<file path="src/uart_regs_pkg.sv">
package uart_regs_pkg;
	// Register select codes on the internal data bus
	localparam logic [2:0] SEL_STATUS = 3'h0;
	localparam logic [2:0] SEL_CTRL_PRI = 3'h1;
	localparam logic [2:0] SEL_CTRL_SEC = 3'h2;
	localparam logic [2:0] SEL_DATA = 3'h3;
	localparam logic [2:0] SEL_BAUD = 3'h4;
	// Status bit positions
	localparam int POS_PARITY = 7;
	localparam int POS_NOISE = 6;
	localparam int POS_FRAMING = 5;
	localparam int POS_OVERRUN = 4;
	localparam int POS_RX_IDLE = 3;
	localparam int POS_RX_AVAIL = 2;
	localparam int POS_TX_IDLE = 1;
	localparam int POS_TX_EMPTY = 0;
	// Primary control positions
	localparam int POS_PORT_EN = 7;
	localparam int POS_NINE_BIT = 6;
	localparam int POS_PARITY_EN = 5;
	localparam int POS_PARITY_ODD = 4;
	localparam int POS_TWO_STOP = 3;
	localparam int POS_BREAK = 2;
	localparam int POS_RX_BIT8 = 1;
	localparam int POS_TX_BIT8 = 0;
	// Secondary control positions
	localparam int POS_TX_EN = 7;
	localparam int POS_RX_EN = 6;
	localparam int POS_RX_IRQ_EN = 2;
	// Reset values
	localparam logic [7:0] STATUS_RESET = 8'h0b;
	localparam logic [7:0] CTRL_RESET = 8'h00;
	localparam logic [7:0] DATA_RESET = 8'h00;
	// Receive buffer depth
	localparam int RX_DEPTH = 2;
endpackage

</file>
<file path="src/uart_rx_buffer.sv">
`timescale 1ns/1ps
module uart_rx_buffer #(
	parameter int WIDTH = 8,
	parameter int DEPTH = uart_regs_pkg::RX_DEPTH
) (
	// Clock and reset
	input wire logic i_clock,
	input wire logic i_sys_rst,
	input wire logic i_flush,
	// Fill side
	input wire logic i_push,
	input wire logic [WIDTH-1:0] i_data,
	// Drain side
	input wire logic i_pop,
	output logic [WIDTH-1:0] o_data,
	output logic o_empty,
	output logic o_full,
	output logic o_many
);
	// Two entries: the word software sees plus one behind it
	if (DEPTH != 2) begin : g_depth_check
		$error("uart_rx_buffer supports depth two only");
	end

	typedef struct packed {
		logic [1:0] [WIDTH-1:0] word;
		logic [1:0] count;
	} buf_s;

	buf_s st;
	buf_s next_st;

	always_comb begin
		next_st = st;
		if (i_pop && st.count != 2'h0) begin
			next_st.word[0] = st.word[1];
			next_st.count = st.count - 2'h1;
		end
		if (i_push && next_st.count != 2'h2) begin
			next_st.word[next_st.count[0]] = i_data;
			next_st.count = next_st.count + 2'h1;
		end
		if (i_flush)
			next_st.count = 2'h0;
	end

	always_ff @(posedge i_clock) begin
		if (i_sys_rst)
			st <= '0;
		else
			st <= next_st;
	end

	assign o_data = st.word[0];
	assign o_empty = (st.count == 2'h0);
	assign o_full = (st.count == 2'h2);
	assign o_many = (st.count == 2'h2);
endmodule

</file>
<file path="src/uart_status_and_data_registers.sv">
`timescale 1ns/1ps
// Behaviour
// - Status flags read-only; reset: idle and tx-empty one, others zero.
// - Parity mismatch sets parity flag, bit 7, only with parity enabled.
// - Status read then data access clears parity flag.
// - Noise sets bit 6 with data-available, never for an overrun word.
// - Status read then data access clears noise flag.
// - Bad framing sets bit 5; status read then data access clears it.
// - Buffer overflow sets bit 4 and blocks further transfers meanwhile.
// - Overrun clears only after status read then data access, or on port disable.
// - Receiver idle, bit 3, low from start bit until stop completes.
// - Transfer sets data-available bit 2; interrupt if enabled.
// - Error flags set in same cycle the word enters receive buffer.
// - Data-available clears after status read, data read, buffer empty.
// - Transmitter idle, bit 1, one when empty and nothing sending.
// - Status read with idle set, then data write clears idle.
// - Transmitter idle stays low while character or break is queued.
// - One shared 8-bit data register: write transmits, read receives.
// - Tx-empty sets on shift load or enable; cleared by read-write.
// - Port disable resets flags: idle and empty one, others zero.
module uart_status_and_data_registers (
	// Clock and reset
	input wire logic i_clock,
	input wire logic i_sys_rst,
	// Internal data bus
	input wire logic [2:0] i_sel,
	input wire logic i_rd,
	input wire logic i_wr,
	input wire logic [7:0] i_wdata,
	output logic [7:0] o_rdata,
	// Receive engine
	input wire logic i_rx_busy,
	input wire logic i_rx_done,
	input wire logic [8:0] i_rx_word,
	input wire logic i_rx_parity_bad,
	input wire logic i_rx_noise,
	input wire logic i_rx_frame_bad,
	// Transmit engine
	input wire logic i_tx_busy,
	input wire logic i_tx_load,
	output logic o_tx_pending,
	output logic [8:0] o_tx_word,
	// Control outputs
	output logic [7:0] o_ctrl_pri,
	output logic [7:0] o_ctrl_sec,
	output logic [7:0] o_baud_divider,
	output logic o_rx_irq
);
	typedef struct packed {
		logic [7:0] status;
		logic [7:0] armed;
		logic [7:0] ctrl_pri;
		logic [7:0] ctrl_sec;
		logic [7:0] baud;
		logic [8:0] tx_word;
		logic tx_pending;
		logic [7:0] rdata;
		logic rx_irq;
		logic rx_bit8;
	} regs_s;

	regs_s st;
	regs_s next_st;

	logic buf_push;
	logic buf_pop;
	logic buf_flush;
	logic [8:0] buf_data;
	logic buf_empty;
	logic buf_full;
	logic buf_many;

	// Second entry holds the word behind the one software sees
	uart_rx_buffer #(
		.WIDTH(9),
		.DEPTH(uart_regs_pkg::RX_DEPTH)
	) u_rx_buffer (
		.i_clock(i_clock),
		.i_sys_rst(i_sys_rst),
		.i_flush(buf_flush),
		.i_push(buf_push),
		.i_data(i_rx_word),
		.i_pop(buf_pop),
		.o_data(buf_data),
		.o_empty(buf_empty),
		.o_full(buf_full),
		.o_many(buf_many)
	);

	logic port_en;
	logic rx_en;
	logic tx_en;
	logic stat_rd;
	logic data_rd;
	logic data_wr;
	logic data_acc;
	logic rx_take;
	logic rx_over;

	assign port_en = st.ctrl_pri[uart_regs_pkg::POS_PORT_EN];
	assign rx_en = port_en && st.ctrl_sec[uart_regs_pkg::POS_RX_EN];
	assign tx_en = port_en && st.ctrl_sec[uart_regs_pkg::POS_TX_EN];
	assign stat_rd = i_rd && i_sel == uart_regs_pkg::SEL_STATUS;
	assign data_rd = i_rd && i_sel == uart_regs_pkg::SEL_DATA;
	assign data_wr = i_wr && i_sel == uart_regs_pkg::SEL_DATA;
	assign data_acc = data_rd || data_wr;
	// Overrun blocks the transfer; word is dropped
	assign rx_take = rx_en && i_rx_done && !buf_full
		&& !st.status[uart_regs_pkg::POS_OVERRUN];
	assign rx_over = rx_en && i_rx_done && buf_full;
	assign buf_push = rx_take;
	assign buf_pop = data_rd && !buf_empty;
	assign buf_flush = !rx_en;

	always_comb begin
		next_st = st;
		next_st.rx_irq = 1'b0;
		// Clears from an armed status read, on data access
		if (data_acc) begin
			for (int b = 4; b <= 7; b++) begin
				if (st.armed[b])
					next_st.status[b] = 1'b0;
			end
			next_st.armed[7:4] = 4'h0;
		end
		if (data_rd && st.armed[uart_regs_pkg::POS_RX_AVAIL]) begin
			if (!buf_many)
				next_st.status[uart_regs_pkg::POS_RX_AVAIL] = 1'b0;
			next_st.armed[uart_regs_pkg::POS_RX_AVAIL] = 1'b0;
		end
		if (data_wr) begin
			if (st.armed[uart_regs_pkg::POS_TX_IDLE])
				next_st.status[uart_regs_pkg::POS_TX_IDLE] = 1'b0;
			if (st.armed[uart_regs_pkg::POS_TX_EMPTY])
				next_st.status[uart_regs_pkg::POS_TX_EMPTY] = 1'b0;
			next_st.armed[1:0] = 2'h0;
			next_st.tx_word = {st.ctrl_pri[uart_regs_pkg::POS_TX_BIT8],
				i_wdata};
			next_st.tx_pending = 1'b1;
		end
		// Arm only flags seen set by this read
		if (stat_rd)
			next_st.armed = next_st.armed | st.status;
		// Receive transfer: set wins over any clear above
		if (rx_take) begin
			next_st.status[uart_regs_pkg::POS_RX_AVAIL] = 1'b1;
			next_st.rx_irq = st.ctrl_sec[uart_regs_pkg::POS_RX_IRQ_EN];
			if (i_rx_noise) begin
				next_st.status[uart_regs_pkg::POS_NOISE] = 1'b1;
				next_st.armed[uart_regs_pkg::POS_NOISE] = 1'b0;
			end
			if (i_rx_frame_bad) begin
				next_st.status[uart_regs_pkg::POS_FRAMING] = 1'b1;
				next_st.armed[uart_regs_pkg::POS_FRAMING] = 1'b0;
			end
			if (i_rx_parity_bad
				&& st.ctrl_pri[uart_regs_pkg::POS_PARITY_EN]) begin
				next_st.status[uart_regs_pkg::POS_PARITY] = 1'b1;
				next_st.armed[uart_regs_pkg::POS_PARITY] = 1'b0;
			end
			next_st.armed[uart_regs_pkg::POS_RX_AVAIL] = 1'b0;
		end
		if (rx_over) begin
			next_st.status[uart_regs_pkg::POS_OVERRUN] = 1'b1;
			next_st.armed[uart_regs_pkg::POS_OVERRUN] = 1'b0;
		end
		next_st.status[uart_regs_pkg::POS_RX_IDLE] = !i_rx_busy;
		// Transmit side
		if (i_tx_load && st.tx_pending) begin
			next_st.tx_pending = 1'b0;
			next_st.status[uart_regs_pkg::POS_TX_EMPTY] = 1'b1;
			next_st.armed[uart_regs_pkg::POS_TX_EMPTY] = 1'b0;
		end
		if (i_wr && i_sel == uart_regs_pkg::SEL_CTRL_SEC
			&& i_wdata[uart_regs_pkg::POS_TX_EN]
			&& !st.ctrl_sec[uart_regs_pkg::POS_TX_EN])
			next_st.status[uart_regs_pkg::POS_TX_EMPTY] = 1'b1;
		// Idle needs empty, no queued word, no break
		if (next_st.status[uart_regs_pkg::POS_TX_EMPTY] && !i_tx_busy
			&& !next_st.tx_pending
			&& !st.ctrl_pri[uart_regs_pkg::POS_BREAK]) begin
			if (!st.status[uart_regs_pkg::POS_TX_IDLE])
				next_st.armed[uart_regs_pkg::POS_TX_IDLE] = 1'b0;
			next_st.status[uart_regs_pkg::POS_TX_IDLE] = 1'b1;
		end else if (i_tx_busy || next_st.tx_pending
			|| st.ctrl_pri[uart_regs_pkg::POS_BREAK])
			next_st.status[uart_regs_pkg::POS_TX_IDLE] = 1'b0;
		if (!tx_en)
			next_st.tx_pending = 1'b0;
		// Control writes
		if (i_wr) begin
			case (i_sel)
				uart_regs_pkg::SEL_CTRL_PRI: begin
					// Received ninth bit stays read-only
					next_st.ctrl_pri = {i_wdata[7:2],
						st.ctrl_pri[uart_regs_pkg::POS_RX_BIT8], i_wdata[0]};
				end
				uart_regs_pkg::SEL_CTRL_SEC: begin
					next_st.ctrl_sec = i_wdata;
				end
				uart_regs_pkg::SEL_BAUD: begin
					next_st.baud = i_wdata;
				end
				default: begin
				end
			endcase
		end
		// Ninth bit follows the head word, also after a pop
		next_st.rx_bit8 = buf_data[8];
		next_st.ctrl_pri[uart_regs_pkg::POS_RX_BIT8] = st.rx_bit8;
		// Port disable returns every flag to its idle value
		if (!port_en) begin
			next_st.status = uart_regs_pkg::STATUS_RESET;
			next_st.armed = 8'h00;
			next_st.tx_pending = 1'b0;
			next_st.ctrl_pri[uart_regs_pkg::POS_BREAK] = 1'b0;
			next_st.ctrl_sec[uart_regs_pkg::POS_TX_EN] = 1'b0;
			next_st.ctrl_sec[uart_regs_pkg::POS_RX_EN] = 1'b0;
			next_st.rx_irq = 1'b0;
		end
		// Read data registered; status is read-only
		case (i_sel)
			uart_regs_pkg::SEL_STATUS: next_st.rdata = st.status;
			uart_regs_pkg::SEL_CTRL_PRI: next_st.rdata = {st.ctrl_pri[7:1],
				1'b0};
			uart_regs_pkg::SEL_CTRL_SEC: next_st.rdata = st.ctrl_sec;
			uart_regs_pkg::SEL_DATA: next_st.rdata = buf_data[7:0];
			uart_regs_pkg::SEL_BAUD: next_st.rdata = st.baud;
			default: next_st.rdata = 8'h00;
		endcase
		if (i_wr && i_sel == uart_regs_pkg::SEL_CTRL_PRI
			&& i_wdata[uart_regs_pkg::POS_PORT_EN] && !port_en)
			next_st.status = uart_regs_pkg::STATUS_RESET;
	end

	always_ff @(posedge i_clock) begin
		if (i_sys_rst) begin
			st <= '0;
			st.status <= uart_regs_pkg::STATUS_RESET;
			st.ctrl_pri <= uart_regs_pkg::CTRL_RESET;
			st.ctrl_sec <= uart_regs_pkg::CTRL_RESET;
			st.baud <= uart_regs_pkg::CTRL_RESET;
			st.tx_word <= {1'b0, uart_regs_pkg::DATA_RESET};
		end else begin
			st <= next_st;
		end
	end

	assign o_rdata = st.rdata;
	assign o_tx_pending = st.tx_pending;
	assign o_tx_word = st.tx_word;
	assign o_ctrl_pri = st.ctrl_pri;
	assign o_ctrl_sec = st.ctrl_sec;
	assign o_baud_divider = st.baud;
	assign o_rx_irq = st.rx_irq;
endmodule

</file>
<file path="config.mk">
export PLATFORM = sky130hd
export DESIGN_NAME = uart_status_and_data_registers
export DESIGN_NICKNAME = d
export VERILOG_FILES = /design/src/uart_regs_pkg.sv /design/src/uart_rx_buffer.sv /design/src/uart_status_and_data_registers.sv
export SDC_FILE = /design/constraint.sdc
export NUM_CORES = 1
export LEC_CHECK = 0
export BUFFER_PORTS_ARGS = -buffer_cell sky130_fd_sc_hd__buf_2
export CORE_AREA = 5 5 134 72
export CTS_BUF_LIST = sky130_fd_sc_hd__clkbuf_4 sky130_fd_sc_hd__clkbuf_8
export CTS_CLUSTER_DIAMETER = 60
export DETAILED_ROUTE_END_ITERATION = 8
export DIE_AREA = 0 0 139 77
export PLACE_DENSITY = 0.71
export SLEW_MARGIN = 25
export SYNTH_ARGS = -nofsm -noshare
export SYNTH_HDL_FRONTEND = slang
export SYNTH_SLANG_ARGS = --single-unit
</file>
<file path="constraint.sdc">
create_clock -name i_clock -period 2.25 [get_ports i_clock]
set_input_delay 0.3375 -clock i_clock [delete_from_list [all_inputs] [get_ports i_clock]]
set_output_delay 0.3375 -clock i_clock [all_outputs]
set_load 0.01 [all_outputs]
</file>
Word level (Yosys, flattened, before mapping) --
Index checks and enable logic that the tools add are counted. Widths: inputs -> output; s select.
Storage, ports and cells: output and inout port bits 43, flip-flop bits (word level) 80, input bits 31
Operators by class: bitwise gates (word level) 5, mux-type cells 37, $add $sub $neg 2, reductions and logical operators 60, magnitude comparators 2, eq/ne operators 7
Operators by type and width (count):
- $pmux 8 s5 | 1
- $logic_and 1x1->1 | 25
- $mux 1 | 24
- $mux 11 | 2
- $bwmux 18 | 1
- $reduce_or 3->1 | 6
- $reduce_and 2->1 | 6
- $reduce_bool 2->1 | 6
- $demux 9 s1 | 1
- $logic_not 1->1 | 9
- $mux 9 | 1
- $mux 4 | 2
- $mux 8 | 1
- $or 8x8->8 | 1
- $eq 3x2->1 const B | 2
- $mux 3 | 2
- $mux 2 | 2
- $not 1->1 | 4
- $reduce_or 2->1 | 2
- $reduce_or 4->1 | 1
- $eq 3x1->1 const B | 1
- $eq 3x3->1 const B | 1
- $logic_not 3->1 | 1
- $logic_or 1x1->1 | 3
- other kinds (8) | 8

Depth between registers and ports, before layout --
depth after elaboration 11, depth in mapped cells 12

By module --
Synthesis repeated with hierarchy kept, for this count alone.
Second synthesis, totals: cells, all modules 406, area total of the unflattened synthesis 3766.1 um^2
By module, submodules not included:
- uart_status_and_data_registers | cells an instance 298, seq. area each 1181.1 um^2, area each 2682.6 um^2, instances 1
- uart_rx_buffer | cells an instance 108, seq. area each 400.4 um^2, area each 1083.5 um^2, instances 1

Worst setup path before layout --
OpenSTA, ideal clock, no wires.
path kind reg2reg, start point register u_rx_buffer.st[0] in the netlist's numbering, end point register u_rx_buffer.st, in the netlist u_rx_buffer.o_data[6], path slack -11 ps, data arrival time 2127 ps, buffers on the path 3, library setup time 134 ps, required time 2116 ps, cell stages (with the launch flop) 13, clock period less this slack 2261 ps, cells stage by stage dfxtp_1 inv_1 ha_1 clkbuf_1 o21a_1 clkbuf_1 nor2_1 ha_1 nor3_1 nand2_1 clkbuf_1 nor4_1 a211oi_1
Between the ends: word-level cells in the longest chain between the ends 11, elaborated cells on any way between the ends 20, classes of those cells add/sub (1); order compare (2); eq/ne (2); mux (5); reduce/logical (10)
RTL lines:
- start: declaration | line uart_rx_buffer.sv:30 | buf_s st;
- start signal: assignment | line uart_rx_buffer.sv:51 | st <= next_st;
- $logic_not 2->1 | line uart_rx_buffer.sv:55 | assign o_empty = (st.count == 2'h0);
- $logic_not 1->1 | line uart_status_and_data_registers.sv:112 | assign buf_pop = data_rd && !buf_empty;
- $logic_and 1x1->1 | line uart_status_and_data_registers.sv:112
- $logic_and 1x1->1 | line uart_rx_buffer.sv:35 | if (i_pop && st.count != 2'h0) begin
- $mux 11 | line uart_rx_buffer.sv:35
- $lt 1x2->1 (implied by the code) / $ge 1x1->1 (equally long branches) | line uart_rx_buffer.sv:40 | next_st.word[next_st.count[0]] = i_data;
- $logic_and 1x1->1 (implied by the code) | line uart_rx_buffer.sv:40
- $mux 9 (implied by the code) | line uart_rx_buffer.sv:40
- $demux 9 s1
- $bwmux 18 | line uart_rx_buffer.sv:40
- $mux 11 (*) | line uart_rx_buffer.sv:39 | if (i_push && next_st.count != 2'h2) begin
Mark *: on every way between the ends. The rest lies on a longest branch, timed or not. A chain may end at the register's enable or synchronous reset.

Final worst setup path --
start point register u_rx_buffer.st[0] in the netlist's numbering, end point register u_rx_buffer.st, in the netlist u_rx_buffer.o_data[1]
Same word-level chain as after synthesis.

==> flow_metrics.tcl <==
set metrics [dict create \
    drv_slew 0 \
    clock_sinks 79 \
    rsz0062_at_grt "no" \
    overflow 0 \
    cts_tree "built" \
    syn_avg_cell_area_um2 9.229 \
    synth-seq-cells 79 \
    seq_area_frac_synth_pct 42.42 \
    antenna_found_initial 0 \
    synth_nets 438 \
    yosys_warnings 0 \
    route.detailed.drc 0 \
    hold_buffers 0 \
    row_count 24 \
    cts_buffers 9 \
    detail-route-antenna-nets 0 \
    postSynthCellCount 404 \
    viasPerCell 5.341 \
    die_h_um 77 \
    clk_path_buf_depth 2 \
    fmax_mhz 472.8 \
    drt_wl_total_um 9705 \
    insertion_delay_ps 360 \
    irDropWorstVdd_mv 0.3594 \
    tightest_slew_ps 574.3 \
    io_pins 74 \
    relSlewSlack_pct 61.71 \
    vias 2991 \
    h-tree-depth 3 \
    die_w_um 139 \
    synth_edf_count 0 \
    n_fill_cell 806 \
    grt_pass1_wl_um 15790 \
    start_util_pct 44.35 \
    synthFlopType "dfxtp_1" \
    outcome "finished, final reports clean" \
    max_cap_violations 0 \
    placed_area_um2 3936 \
    arrival_ps 2380 \
    cp-end-kind "flip-flop" \
    dieArea_um2 10700 \
    fin_setup_tns_ps 0 \
    hold_viol 0 \
    setup_viol 0 \
    place.gp.congestion 0.8473 \
    clkSlewWorstSetupHoldPaths_ps 80 \
    synth.distinct_cells 46 \
    leakagePower_nw 1.633 \
    portBuffers 73 \
    critPathKind "reg2reg" \
    finalClockSkew_ps 13.90 \
    drt-initial-drc-count 170 \
    final_util_pct 50.19 \
    grt_start_max_net_pins 63 \
    firstDrtPassIters 5 \
    power.density_nw_per_um2 666.4 \
    area_delta_synth_final_pct 13.19 \
    final_area_um2 4220 \
    drive_above_1_share_pct 30.47 \
    diodes 0 \
    fin_crit_ps 2115 \
    synth-async-reset-ratio_pct 0 \
    period_share_pct 94.00 \
    wl_per_cell_um 17.33 \
    syn-cell-area_um2 3729 \
    critPathMaxFanout 11 \
    worstHoldPathType "in2reg" \
    dp_hpwl_um 7328 \
    critical_path_required_ps 2520 \
    grt_usage_pct 18.68 \
    nNetsFinal 472 \
    startpoint_type "flip-flop" \
    cts_root_buf "clkbuf_8" \
    grt_pass1_vias 2989 \
    coreArea_um2 8408 \
]
[power breakdown]
group / internal, W / switching [W]
logic: 0.0000728 / 0.000103
clock network: 0.000702 / 0.000516
registers: 0.00141 / 0.00000924
total: 0.00218 / 0.000628
[layout make-up]
cell class	instances	area [µm²]	share of cell area, %
clock buffers	12	158.9	3.765
clock inverters	4	77.57	1.838
inverters	7	26.28	0.6226
multi-input cells	251	1735	41.12
flip-flops and latches	79	1583	37.50
well taps	117	146.4	3.469
repair buffers	90	493.0	11.68
[synth_stat cells (2+ instances only)]
master     number  share of area, %
a211oi_1        9               1.8
a21oi_1        33               4.4
a22o_1          5               1.2
a22oi_1         9               1.8
a2bb2oi_1       2              0.47
and2_1          3              0.50
and3_1          7               1.2
buf_2           5              0.67
buf_4          44               8.9
buf_6           2              0.60
clkbuf_1       15               1.5
dfxtp_1        79                42
ha_1            3               1.0
inv_1           7              0.70
mux2i_1        26               7.0
mux4_2          7               4.2
nand2_1        61               6.1
nand2b_1       19               3.2
nor2_1         19               1.9
nor2b_1         3              0.50
nor3_1          4              0.54
nor3b_1         2              0.40
nor3b_2         2              0.67
nor4_1          9               1.5
nor4bb_1        2              0.54
o21ai_0         6              0.81
or3_1           2              0.34
[critical path, cell delays in order (launching register included)]
cell and delay (ps):
dfxtp_2 390, inv_1 90, ha_2 250, or3_1 440, nand2_1 100, ha_1 160, nor3_2 50, nand2_2 220
nor4_1 90, a211oi_1 240
[state kept, by name, summed over array words and instances, names as in the netlist, 8 cells and up]
name,cells
o_baud_divider,8
o_ctrl_sec,8
u_rx_buffer.o_data,9
o_ctrl_pri,8
o_tx_word,9
o_rdata,8
st,15
u_rx_buffer.st,11
[cells by family after synthesis]
group           count (synthesis)  synth area share (%)
flops                          79                 42.42
simple gates                  143                 20.50
mux                            34                 11.51
compound gates                 71                 12.11
buf+inv                        74                 12.45
fa+ha+maj                       3                 1.007
[layer usage]
metal,GRT usage [%],routed length (µm)
met5,0,0
met4,4.199,66
met1,27.48,5015
met2,26.57,3958
met3,5.904,665
[metrics by stage]
step,total power (W),hold WS (ps),worst slack (ps),instances
after floorplan,0.001564,399.4,13.05,404
after global placement,0.001622,432.7,151.8,544
after detailed placement,0.001626,447.2,-53.34,544
after CTS,0.002833,124.9,46.71,560
after global routing,0.002914,138.2,77.86,560
final,0.002812,142.5,134.9,560
[path summary, 6_finish.rpt]
| check | startpoint | endpoint | slack [ps] | cells after the start |
|---|---|---|---|---|
| setup / recovery | u_rx_buffer.st[0] | u_rx_buffer.o_data[1] | 130 | 9 |
| hold / removal | i_rx_busy | st[55] | 140 | 2 |
| setup reg to reg | u_rx_buffer.st[0] | u_rx_buffer.o_data[1] | 130 | 9 |
| hold reg to reg | o_tx_word[6] | o_tx_word[6] | 460 | 2 |
[placed cells by master, fill, tap and decap left out, drive strengths merged, types with 2 or more instances in the layout]
| cell type | instances |
|---|---|
| and2 | 3 |
| a2bb2oi | 2 |
| and3 | 7 |
| nand3 | 2 |
| mux4 | 7 |
| a22oi | 9 |
| clkinv | 2 |
| or3 | 3 |
| nand2 | 61 |
| buf | 90 |
| nor2 | 20 |
| ha | 3 |
| nor4bb | 2 |
| dfxtp | 79 |
| a211oi | 9 |
| a22o | 5 |
| nor3 | 4 |
| nor4 | 9 |
| nand2b | 19 |
| nand4b | 2 |
| inv | 7 |
| clkbuf | 12 |
| nor3b | 4 |
| o21ai | 7 |
| nor2b | 3 |
| a21boi | 2 |
| mux2i | 26 |
| a21oi | 33 |
| bufinv | 2 |
[timing repair]
item | 4_1_cts | 5_1_grt
buffers inserted | 0 | 0
gates resized for setup | 6 | 6
setup endpoints to repair | 9 | 11
endpoints found under the hold margin | 0 | 0
pin swaps | 0 | 0
Note: power is estimated with default switching activity, not from simulation.
